### src/hw/icc_pkg.sv
package icc_pkg;
   // ----------------------------------------
   // Register map (word index on the plain port)
   // ----------------------------------------
   localparam logic [1:0]  ICC_ADDR_CTRL   = 2'h0;
   localparam logic [1:0]  ICC_ADDR_BUF    = 2'h1;
   localparam logic [1:0]  ICC_ADDR_STATUS = 2'h2;
   localparam logic [1:0]  ICC_ADDR_MASK   = 2'h3;
   // ----------------------------------------
   // Control field positions
   // ----------------------------------------
   localparam int          ICC_BIT_SIDL    = 13;
   localparam int          ICC_BIT_TMR     = 7;
   localparam int          ICC_BIT_CPI_HI  = 6;
   localparam int          ICC_BIT_CPI_LO  = 5;
   localparam int          ICC_BIT_OV      = 4;
   localparam int          ICC_BIT_BNE     = 3;
   // ----------------------------------------
   // Modes, reset values, sizes
   // ----------------------------------------
   localparam logic [2:0]  ICC_M_OFF       = 3'h0;
   localparam logic [2:0]  ICC_M_EVERY     = 3'h1;
   localparam logic [2:0]  ICC_M_FALL      = 3'h2;
   localparam logic [2:0]  ICC_M_RISE      = 3'h3;
   localparam logic [2:0]  ICC_M_RISE4     = 3'h4;
   localparam logic [2:0]  ICC_M_RISE16    = 3'h5;
   localparam logic [2:0]  ICC_M_UNUSED    = 3'h6;
   localparam logic [2:0]  ICC_M_WAKE      = 3'h7;
   localparam logic [15:0] ICC_CTRL_RST    = 16'h0000;
   localparam logic [3:0]  ICC_PRE4_LAST   = 4'h3;
   localparam logic [3:0]  ICC_PRE16_LAST  = 4'hF;
   localparam int          ICC_DEPTH       = 4;
   localparam int          ICC_PTR_W       = 2;
   localparam logic [2:0]  ICC_FIFO_FULL   = 3'h4;
   // Status bits: 0 capture interrupt, 1 overflow, 2 wake edge
   localparam int          ICC_ST_CAP      = 0;
   localparam int          ICC_ST_OVF      = 1;
   localparam int          ICC_ST_WAKE     = 2;
endpackage

### src/hw/icc_top.sv
// Added by the designer: the placing of the registers and the plain strobed port.
`timescale 1ns/100ps
// ----------------------------------------
// Overview of operation
// - With stop_in_idle set modes 001 to 101 freeze in idle, otherwise they run on in idle; mode 111 still flags wake edges in idle.
// - A capture latches timer_two_count when timer_source_select is 1, else timer_three_count.
// - captures_per_interrupt picks an interrupt every 1st, 2nd, 3rd or 4th capture.
// - Read-only capture_overflow_flag shows 1 once an overflow has happened.
// - Read-only buffer_not_empty_flag shows 1 while an unread capture remains.
// - Mode 111 only raises an interrupt on rising edges during sleep or idle.
// - Modes 000 and 110 disable the channel: no captures, no interrupts.
// - Mode 101 captures every 16th rising edge, mode 100 every 4th.
// - Mode 011 captures every rising edge, mode 010 every falling edge.
// - Mode 001 captures both edges and interrupts on every capture.
// - Unimplemented control bits read zero and all state except the fifo_r storage words resets to zero.
// ----------------------------------------
module icc_top
   import icc_pkg::*;
(
   input  wire logic        i_mclk,
   input  wire logic        i_srst,
   input  wire logic [1:0]  i_addr,
   input  wire logic [15:0] i_wdata,
   input  wire logic        i_wr,
   input  wire logic        i_rd,
   input  wire logic        i_cap_pin,
   input  wire logic        i_idle,
   input  wire logic        i_sleep,
   input  wire logic [15:0] i_timer_two_count,
   input  wire logic [15:0] i_timer_three_count,
   output logic      [15:0] o_rdata,
   output logic             o_irq
);

   typedef enum logic [1:0] {ICC_IDLE_RUN, ICC_IDLE_STOP} icc_run_e;

   logic                  stop_in_idle_r;
   logic                  timer_source_select_r;
   logic [1:0]            captures_per_interrupt_r;
   logic [2:0]            capture_mode_select_r;
   logic                  capture_overflow_flag_r;
   logic [15:0]           fifo_r [ICC_DEPTH];
   logic [ICC_PTR_W-1:0]  wptr_r;
   logic [ICC_PTR_W-1:0]  rptr_r;
   logic [2:0]            count_r;
   logic [3:0]            pre_r;
   logic [1:0]            ipc_r;
   logic                  pin_r;
   logic [2:0]            status_r;
   logic [2:0]            mask_r;
   logic                  run;
   logic                  rise;
   logic                  fall;
   logic                  edge_hit;
   logic                  cap_evt;
   logic                  cap_irq;
   logic                  wake_evt;
   logic                  pop;
   logic                  push;
   logic                  ovf_evt;
   logic                  mode_wr;
   logic [15:0]           ctrl_val;

   // ----------------------------------------
   // Helpers
   // ----------------------------------------
   function automatic logic icc_mode_on(input logic [2:0] m);
      icc_mode_on = (m != ICC_M_OFF) && (m != ICC_M_UNUSED) && (m != ICC_M_WAKE);
   endfunction

   function automatic logic [1:0] icc_ipc_last(input logic [2:0] m, input logic [1:0] cpi);
      icc_ipc_last = (m == ICC_M_EVERY) ? 2'h0 : cpi;
   endfunction

   // ----------------------------------------
   // Edge detection and capture decision
   // ----------------------------------------
   // Channel frozen in idle when asked, and only capture modes count
   assign run      = icc_mode_on(capture_mode_select_r) &&
                     !(stop_in_idle_r && i_idle);
   assign rise     = i_cap_pin && !pin_r;
   assign fall     = !i_cap_pin && pin_r;
   assign mode_wr  = i_wr && (i_addr == ICC_ADDR_CTRL) &&
                     (i_wdata[2:0] != capture_mode_select_r);
   assign wake_evt = (capture_mode_select_r == ICC_M_WAKE) && rise &&
                     (i_sleep || i_idle);

   always_comb begin
      edge_hit = 1'b0;
      case (capture_mode_select_r)
         ICC_M_EVERY:  edge_hit = rise || fall;
         ICC_M_FALL:   edge_hit = fall;
         ICC_M_RISE:   edge_hit = rise;
         ICC_M_RISE4:  edge_hit = rise && (pre_r == ICC_PRE4_LAST);
         ICC_M_RISE16: edge_hit = rise && (pre_r == ICC_PRE16_LAST);
         default:      edge_hit = 1'b0;
      endcase
   end

   assign cap_evt = run && edge_hit;
   assign cap_irq = cap_evt &&
                    (ipc_r == icc_ipc_last(capture_mode_select_r,
                                           captures_per_interrupt_r));
   assign pop     = i_rd && (i_addr == ICC_ADDR_BUF) && (count_r != 3'h0);
   // A read in the same cycle frees the slot, so no capture is lost
   assign push    = cap_evt && ((count_r != ICC_FIFO_FULL) || pop);
   assign ovf_evt = cap_evt && (count_r == ICC_FIFO_FULL) && !pop;

   always_ff @(posedge i_mclk) begin
      if (i_srst) begin
         pin_r <= 1'b0;
      end else begin
         pin_r <= i_cap_pin;
      end
   end

   // Prescaler counts rising edges; cleared on off or mode change
   always_ff @(posedge i_mclk) begin
      if (i_srst || mode_wr || !icc_mode_on(capture_mode_select_r)) begin
         pre_r <= 4'h0;
      end else if (run && rise) begin
         pre_r <= (capture_mode_select_r == ICC_M_RISE4 && pre_r == ICC_PRE4_LAST) ?
                  4'h0 : pre_r + 4'h1;
      end
   end

   // Captures-per-interrupt counter
   always_ff @(posedge i_mclk) begin
      if (i_srst || mode_wr || !icc_mode_on(capture_mode_select_r)) begin
         ipc_r <= 2'h0;
      end else if (cap_evt) begin
         ipc_r <= cap_irq ? 2'h0 : ipc_r + 2'h1;
      end
   end

   // ----------------------------------------
   // Control register
   // ----------------------------------------
   always_ff @(posedge i_mclk) begin
      if (i_srst) begin
         stop_in_idle_r           <= ICC_CTRL_RST[ICC_BIT_SIDL];
         timer_source_select_r    <= ICC_CTRL_RST[ICC_BIT_TMR];
         captures_per_interrupt_r <= ICC_CTRL_RST[ICC_BIT_CPI_HI:ICC_BIT_CPI_LO];
         capture_mode_select_r    <= ICC_CTRL_RST[2:0];
      end else if (i_wr && i_addr == ICC_ADDR_CTRL) begin
         stop_in_idle_r           <= i_wdata[ICC_BIT_SIDL];
         timer_source_select_r    <= i_wdata[ICC_BIT_TMR];
         captures_per_interrupt_r <= i_wdata[ICC_BIT_CPI_HI:ICC_BIT_CPI_LO];
         capture_mode_select_r    <= i_wdata[2:0];
      end
   end

   // ----------------------------------------
   // Capture FIFO
   // ----------------------------------------
   // Full FIFO drops the new value to keep the oldest unread ones
   always_ff @(posedge i_mclk) begin
      if (push) begin
         fifo_r[wptr_r] <= timer_source_select_r ? i_timer_two_count
                                                 : i_timer_three_count;
      end
   end

   always_ff @(posedge i_mclk) begin
      if (i_srst) begin
         wptr_r  <= '0;
         rptr_r  <= '0;
         count_r <= 3'h0;
      end else begin
         if (push) begin
            wptr_r <= wptr_r + 2'h1;
         end
         if (pop) begin
            rptr_r <= rptr_r + 2'h1;
         end
         count_r <= count_r + {2'h0, push} - {2'h0, pop};
      end
   end

   // Overflow sticks until the mode is set to 000; mode 110 does not clear it
   always_ff @(posedge i_mclk) begin
      if (i_srst) begin
         capture_overflow_flag_r <= 1'b0;
      end else if (ovf_evt) begin
         capture_overflow_flag_r <= 1'b1;
      end else if (capture_mode_select_r == ICC_M_OFF) begin
         capture_overflow_flag_r <= 1'b0;
      end
   end

   // ----------------------------------------
   // Interrupt status and mask
   // ----------------------------------------
   always_ff @(posedge i_mclk) begin
      if (i_srst) begin
         status_r <= 3'h0;
      end else begin
         if (i_rd && i_addr == ICC_ADDR_STATUS) begin
            status_r <= 3'h0;
         end
         // Set wins over the read clear
         if (cap_irq) begin
            status_r[ICC_ST_CAP] <= 1'b1;
         end
         if (ovf_evt) begin
            status_r[ICC_ST_OVF] <= 1'b1;
         end
         if (wake_evt) begin
            status_r[ICC_ST_WAKE] <= 1'b1;
         end
      end
   end

   always_ff @(posedge i_mclk) begin
      if (i_srst) begin
         mask_r <= 3'h0;
      end else if (i_wr && i_addr == ICC_ADDR_MASK) begin
         mask_r <= i_wdata[2:0];
      end
   end

   always_ff @(posedge i_mclk) begin
      if (i_srst) begin
         o_irq <= 1'b0;
      end else begin
         o_irq <= |(status_r & mask_r);
      end
   end

   // ----------------------------------------
   // Read data
   // ----------------------------------------
   always_comb begin
      ctrl_val                                 = 16'h0000;
      ctrl_val[ICC_BIT_SIDL]                   = stop_in_idle_r;
      ctrl_val[ICC_BIT_TMR]                    = timer_source_select_r;
      ctrl_val[ICC_BIT_CPI_HI:ICC_BIT_CPI_LO]  = captures_per_interrupt_r;
      ctrl_val[ICC_BIT_OV]                     = capture_overflow_flag_r;
      ctrl_val[ICC_BIT_BNE]                    = (count_r != 3'h0);
      ctrl_val[2:0]                            = capture_mode_select_r;
   end

   always_ff @(posedge i_mclk) begin
      if (i_srst) begin
         o_rdata <= 16'h0000;
      end else if (i_rd) begin
         case (i_addr)
            ICC_ADDR_CTRL:   o_rdata <= ctrl_val;
            ICC_ADDR_BUF:    o_rdata <= (count_r != 3'h0) ? fifo_r[rptr_r] : 16'h0000;
            ICC_ADDR_STATUS: o_rdata <= {13'h0000, status_r};
            ICC_ADDR_MASK:   o_rdata <= {13'h0000, mask_r};
            default:         o_rdata <= 16'h0000;
         endcase
      end else begin
         o_rdata <= 16'h0000;
      end
   end
endmodule

### config.mk
export PLATFORM = sky130hd
export DESIGN_NAME = icc_top
export DESIGN_NICKNAME = d
export VERILOG_FILES = /design/src/hw/icc_pkg.sv /design/src/hw/icc_top.sv
export SDC_FILE = /design/constraint.sdc
export NUM_CORES = 1
export LEC_CHECK = 0
export ABC_CLOCK_PERIOD_IN_PS = 3700
export BUFFER_PORTS_ARGS = -buffer_cell sky130_fd_sc_hd__clkbuf_2
export CELL_PAD_IN_SITES_DETAIL_PLACEMENT = 0
export CELL_PAD_IN_SITES_GLOBAL_PLACEMENT = 1
export CORE_ASPECT_RATIO = 1.2
export CORE_UTILIZATION = 46
export DETAILED_ROUTE_END_ITERATION = 8
export PLACE_DENSITY_LB_ADDON = 0.2
export SETUP_SLACK_MARGIN = 0.02
export SYNTH_ARGS = -nofsm -noshare
export SYNTH_HDL_FRONTEND = slang
export SYNTH_SLANG_ARGS = --single-unit
### constraint.sdc
create_clock -name i_mclk -period 3.7 [get_ports i_mclk]
set_input_delay 0.37 -clock i_mclk [delete_from_list [all_inputs] [get_ports i_mclk]]
set_output_delay 0.37 -clock i_mclk [all_outputs]
set_load 0.01 [all_outputs]
# Yosys cells after proc, flatten, opt, wreduce, memory -nomap -nowiden
# Memories as Yosys holds them, arrays and structs flattened. A register that Yosys moved wholly into a read port is not among the register bits.
# Index checks and enable logic that the tools add are counted.
[totals] latch_bits=0 in_bits=57 out_inout_bits=17 ff_bits=45 mem_bits_rw=64 wordCells=103 rom_bits=0 mem_count=1
[mem_list] memory="fifo_r" depth=4 word_bits=16 read_ports=1 rd_clocked_by_memory_dff=1 write_ports=1 line="icc_top.sv:42" rtl="logic [15:0] fifo_r [ICC_DEPTH];"
[classes] n_bitwise=2 muxes=17 div=0 eq_ne=17 add_sub_neg=6 multipliers=0 reduce_logical=43 magnitude_cmp=0 n_shift=0
[ops] operator="$pmux W16 S4" n=1
[ops] operator="$mux W16" n=2
[ops] operator="$logic_and A1 B1 Y1" n=23
[ops] operator="$eq A3 B3 Y1 const B" n=4
[ops] operator="$ne A3 B3 Y1 const B" n=3
[ops] operator="$mux W2" n=4
[ops] operator="$reduce_bool A2 Y1" n=4
[ops] operator="$mux W1" n=7
[ops] operator="$add A2 B1 Y2 const B" n=3
[ops] operator="$eq A3 B2 Y1 const B" n=2
[ops] operator="$reduce_bool A3 Y1" n=2
[ops] operator="$logic_not A1 Y1" n=5
[ops] operator="$logic_or A1 B1 Y1" n=5
[ops] operator="$pmux W1 S5" n=1
[ops] operator="$add A4 B1 Y4 const B" n=1
[ops] operator="$eq A2 B2 Y1 const B" n=2
[ops] operator="$eq A4 B2 Y1 const B" n=1
[ops] operator="$eq A4 B4 Y1 const B" n=1
[ops] operator="$mux W4" n=1
[ops] operator="$add A3 B1 Y3" n=1
[ops] operator="$and A3 B3 Y3" n=1
[ops] operator="$eq A3 B1 Y1 const B" n=1
[ops] operator="$logic_not A3 Y1" n=1
[ops] operator="$mux W3" n=1
[ops] operator="other kinds (8)" n=8

# Longest topological paths before layout
[logic_depth] ltp_word=8 ltp_mapped=13 depth_no_buf=13

# Least setup slack after synthesis
# Ideal clock, no wire load.
[synth_timing] kind="input to register" startpoint="in i_cap_pin" endpoint="reg count_r[2]" path_slack_ps=929 n_path_buf=0 required_ps=3572 setup_time_ps=128 t_arrival_ps=2643 path_stages=13 path_cell_list="inv_1 ha_1 or2_2 a311oi_2 o21ai_2 nor2_2 inv_1 ha_1 inv_1 ha_1 fa_1 xnor2_1 nor2_1"
[synth_via] elab_chain_cells=8 word_cells_on_any_way=11 cone_classes="2 x add/sub; 1 x mux; 8 x reduce/logical"
[synth_lines] item="from (decl)" line="icc_top.sv:26" rtl="input wire logic i_cap_pin,"
[synth_lines] item="$logic_not A1 Y1" line="icc_top.sv:82" rtl="assign fall = !i_cap_pin && pin_r;"
[synth_lines] item="$logic_and A1 B1 Y1" line="icc_top.sv:82"
[synth_lines] item="$logic_or A1 B1 Y1" line="icc_top.sv:91" rtl="ICC_M_EVERY: edge_hit = rise || fall;"
[synth_lines] item="$pmux W1 S5 *" line="icc_top.sv:90" rtl="case (capture_mode_select_r)"
[synth_lines] item="$logic_and A1 B1 Y1 *" line="icc_top.sv:100" rtl="assign cap_evt = run && edge_hit;"
[synth_lines] item="$logic_and A1 B1 Y1 *" line="icc_top.sv:106" rtl="assign push = cap_evt && ((count_r != ICC_FIFO_FULL) || pop);"
[synth_lines] item="$add A3 B1 Y3 *" line="icc_top.sv:176" rtl="count_r <= count_r + {2'h0, push} - {2'h0, pop};"
[synth_lines] item="$sub A3 B1 Y3 *" line="icc_top.sv:176"
[synth_lines] item="to (signal assigned)" line="icc_top.sv:176"
[synth_lines] item="to (decl)" line="icc_top.sv:45" rtl="logic [2:0] count_r;"
# Mark *: on every way between the ends. The rest lies on a longest branch, timed or not.
# A chain may end at the register's enable or synchronous reset.

# Worst setup path in the final report
[layout_timing] startpoint="reg pin_r" endpoint="reg count_r[2]"
[layout_via] elab_chain_cells=8 word_cells_on_any_way=11 cone_classes="2 x add/sub; 1 x mux; 8 x reduce/logical"
[layout_lines] item="from (decl)" line="icc_top.sv:48" rtl="logic pin_r;"
[layout_lines] item="from (signal assigned)" line="icc_top.sv:113" rtl="pin_r <= i_cap_pin;"
[layout_lines] item="$logic_not A1 Y1" line="icc_top.sv:81" rtl="assign rise = i_cap_pin && !pin_r;"
[layout_lines] item="$logic_and A1 B1 Y1" line="icc_top.sv:81"
[layout_lines] item="$logic_and A1 B1 Y1 (tied with other cells)" line="icc_top.sv:95" rtl="ICC_M_RISE16: edge_hit = rise && (pre_r == ICC_PRE16_LAST);"
[layout_lines] item="$pmux W1 S5 *" line="icc_top.sv:90"
[layout_lines] item="$logic_and A1 B1 Y1 *" line="icc_top.sv:100"
[layout_lines] item="$logic_and A1 B1 Y1 *" line="icc_top.sv:106"
[layout_lines] item="$add A3 B1 Y3 *" line="icc_top.sv:176"
[layout_lines] item="$sub A3 B1 Y3 *" line="icc_top.sv:176"
# Marked as above.

==> reports/qor.csv <==
stage,metric,value,unit
placed_design,port bufs,64,
sta,final slew viol count,0,
min_path,Min-Delay Path Class,primary input to flip-flop,
grt,largest net degree at the start of global routing,30,
cts,post-cts resize count,0,
final_layout,final core utilization,55.60,%
synthesis,Synth area leaders,"edfxtp_1 (42%), dfxtp_1 (21%), mux4_2 (7.9%)",
drt,DR vias/cell,5.231,
drt,final WL,8.482,mm
grt,GRT Util Overall,17.85,%
cts,CTS root buf,clkbuf_16,
floorplanning,Die Height,111.3,um
final_layout,NumNets Final,454,
drt,DR WL/cell,16.47,um
floorplanning,core area,9613,um^2
sta,post-layout minimum cycle time,2.872,ns
placed_design,Post-DP Area,5039,um^2
synthesis,"EDFF count, synth",64,
final_layout,share of layout cells above drive strength 1,32.65,%
final_layout,fill cell count,830,
grt,total global routing overflow,0,
synthesis,sequential share of the synthesized area,62.46,%
power_and_ir_drop,Leakage,1.954,nW
cts,post-CTS setup buffers,0,
setup_path,Worst Path Required,3.91,ns
grt,initial antenna violation count,0,
setup_path,crit path kind,flip-flop to flip-flop,
synthesis,Synth Flop Type,edfxtp_1,
final_layout,fin area,5345,um^2
sta,unrepaired setup endpoints after global routing,false,
setup_path,flop2flop setup slack,0.83,ns
sta,slew margin rel.,38.74,%
cts,CTS tree,done,
floorplanning,IO Pins,74,
synthesis,synthesized area,4583,um^2
placed_design,post-DP HPWL,5.713,mm
synthesis,library cells used by synthesis,50,
cts,clock latency on the worst-skew pair,0.34,ns
power_and_ir_drop,total power,2.415,mW
power_and_ir_drop,Max VDD drop,0.3212,mV
synthesis,Yosys top cell area share,41.93,%
min_path,Hold Crit Start,i_cap_pin,
drt,Final ANT Viol Nets,0,
run_status,status,"complete, no violations",
sta,Fmax achieved,348.2,MHz
floorplanning,Initial Utilization,47.68,%
drt,DRT Pass-1 Iters,4,
final_layout,ANT cells,0,
cts,clk buf depth,2,
setup_path,Critical Path Source,pin_r,
setup_path,CP Capture Type,flip-flop,
sta,final count of hold timing violations,0,
job,Max-Cap Viols,0,
floorplanning,Die W,93.12,um
synthesis,Synth Warn #,0,
final_layout,area grow syn2layout,16.63,%
cts,Inserted Clock Buffers,9,
drt,residual DRC count,0,
synthesis,top post-synthesis cells by count,"edfxtp_1 (64), dfxtp_1 (47), nor2_1 (29)",
sta,Worst Clk Skew,0.004509,ns
synthesis,synthesized instance count,321,
setup_path,CP max FO,7,
setup_path,Worst R2R Path Depth,12,
synthesis,syn nets,388,
cts,clock transition at the registers of the reported paths,0.07,ns
setup_path,worst r2r src,pin_r,
synthesis,syn_area_per_cell,14.28,um^2
sta,final setup vio count,0,
power_and_ir_drop,P per Cell Area,451.8,nW/um^2
sta,worst-margin pin slew,0.9177,ns
sta,Sum Neg Setup Slack,0,ns
cts,# H-tree levels,3,
floorplanning,die area,10370,um^2
setup_path,worst endpoint data arrival time,3.08,ns
sta,WHS,0.2693,ns
floorplanning,# rows,39,
grt,global-route wire length before repair,13.73,mm
cts,clk sinks,111,
setup_path,startpoint types,flip-flop,
drt,routed via count,2694,
synthesis,ys async rst share,0,%
sta,part of the cycle the worst path needs,77.61,%
synthesis,largest area contributor in the netlist,edfxtp_1,
cts,CTS Hold Bufs,0,
min_path,Hold Path Stages,3,
placed_design,gp weighted congestion,0.7257,
synthesis,most common cell in the netlist,edfxtp_1,
synthesis,Synth Register Bits,111,
drt,DRT iter0 DRCs,152,
grt,vias in the first global route,2700,
logic make-up (layout without fill, tap and decap cells):
family	count (synthesis)	in the layout	synth area share [%]
flops	111	111	62.46
xor+xnor	10	10	1.911
mux	45	45	14.66
fa+ha+maj	10	10	2.894
compound gates	36	36	6.224
simple gates	83	83	9.473
buf+inv	26	97	2.375
layer usage:
metal  vias up  part of all wire (%)  GRT usage [%]
li1       1324                     -              -
met3         6                   3.3          3.620
met4         0                   1.2          5.641
met1      1312                    46          23.81
met2        52                    50          29.31
met5         -                     0              0
state kept, by name (all words and copies together) (netlist names), named ones only:
register / flops
ipc_r: 2
timer_source_select_r: 1
rptr_r: 2
count_r: 3
wptr_r: 2
o_irq: 1
stop_in_idle_r: 1
fifo_r: 64
status_r: 3
pin_r: 1
captures_per_interrupt_r: 2
pre_r: 4
o_rdata: 16
capture_overflow_flag_r: 1
mask_r: 3
capture_mode_select_r: 3
cell type report:
cell class / count / area [um^2] / share of cell area, %
tap: 123 / 153.9 / 2.879
inverter: 10 / 37.54 / 0.7022
timing repair buffer: 71 / 372.9 / 6.976
clock buffer: 10 / 239.0 / 4.471
multi-input combinational: 184 / 1612 / 30.15
sequential: 111 / 2863 / 53.56
clock inverter: 6 / 67.56 / 1.264
stage by stage:
stage               setup WS, ns  instances
floorplan                 0.9294        321
global placement          0.6273        499
detailed placement        0.6234        499
CTS                       0.8096        515
global route              0.5945        515
finish                    0.8284        515
power breakdown:
part / switching [mW] / leakage, nW / internal [mW] / total (mW)
logic: 0.0540 / 0.846 / 0.0536 / 0.108
registers: 0.0121 / 0.955 / 1.31 / 1.33
clock network: 0.432 / 0.152 / 0.549 / 0.981
total: 0.498 / 1.95 / 1.92 / 2.41
path summary, 6_finish.rpt:
kind	end
worst min-delay path	pin_r
worst max register to register	count_r[2]
worst max-delay path	count_r[2]
worst min register to register	pre_r[1]
cell usage in the layout (no fill, tap or decap), drive strengths merged, types with 2 or more instances in the layout:
master  Yosys  final
a211oi      7      7
a21oi       7      7
a22o        5      5
a22oi       3      3
a31oi       2      2
and2       11     11
buf         7      7
clkbuf      9     74
clkinv      0      3
dfxtp      47     47
edfxtp     64     64
ha          9      9
inv        10     12
mux2       17     17
mux2i      12     12
mux4       16     16
nand2       9      9
nand2b      4      4
nand3       5      5
nand3b      3      3
nor2       30     30
nor2b       5      5
nor3        5      5
nor3b       3      3
o21ai       2      2
or3         2      2
xnor2       4      4
xor2        6      6
critical path, stage by stage, from the launching register on:
cell	delay [ns]
dfxtp_1	0.32
ha_1	0.26
or2_2	0.28
a311oi_2	0.31
o21ai_2	0.15
nor2_2	0.27
inv_1	0.08
ha_1	0.27
inv_1	0.04
ha_1	0.18
fa_1	0.37
xnor2_1	0.16
nor2_1	0.05
(Power assumes the default switching activity.)
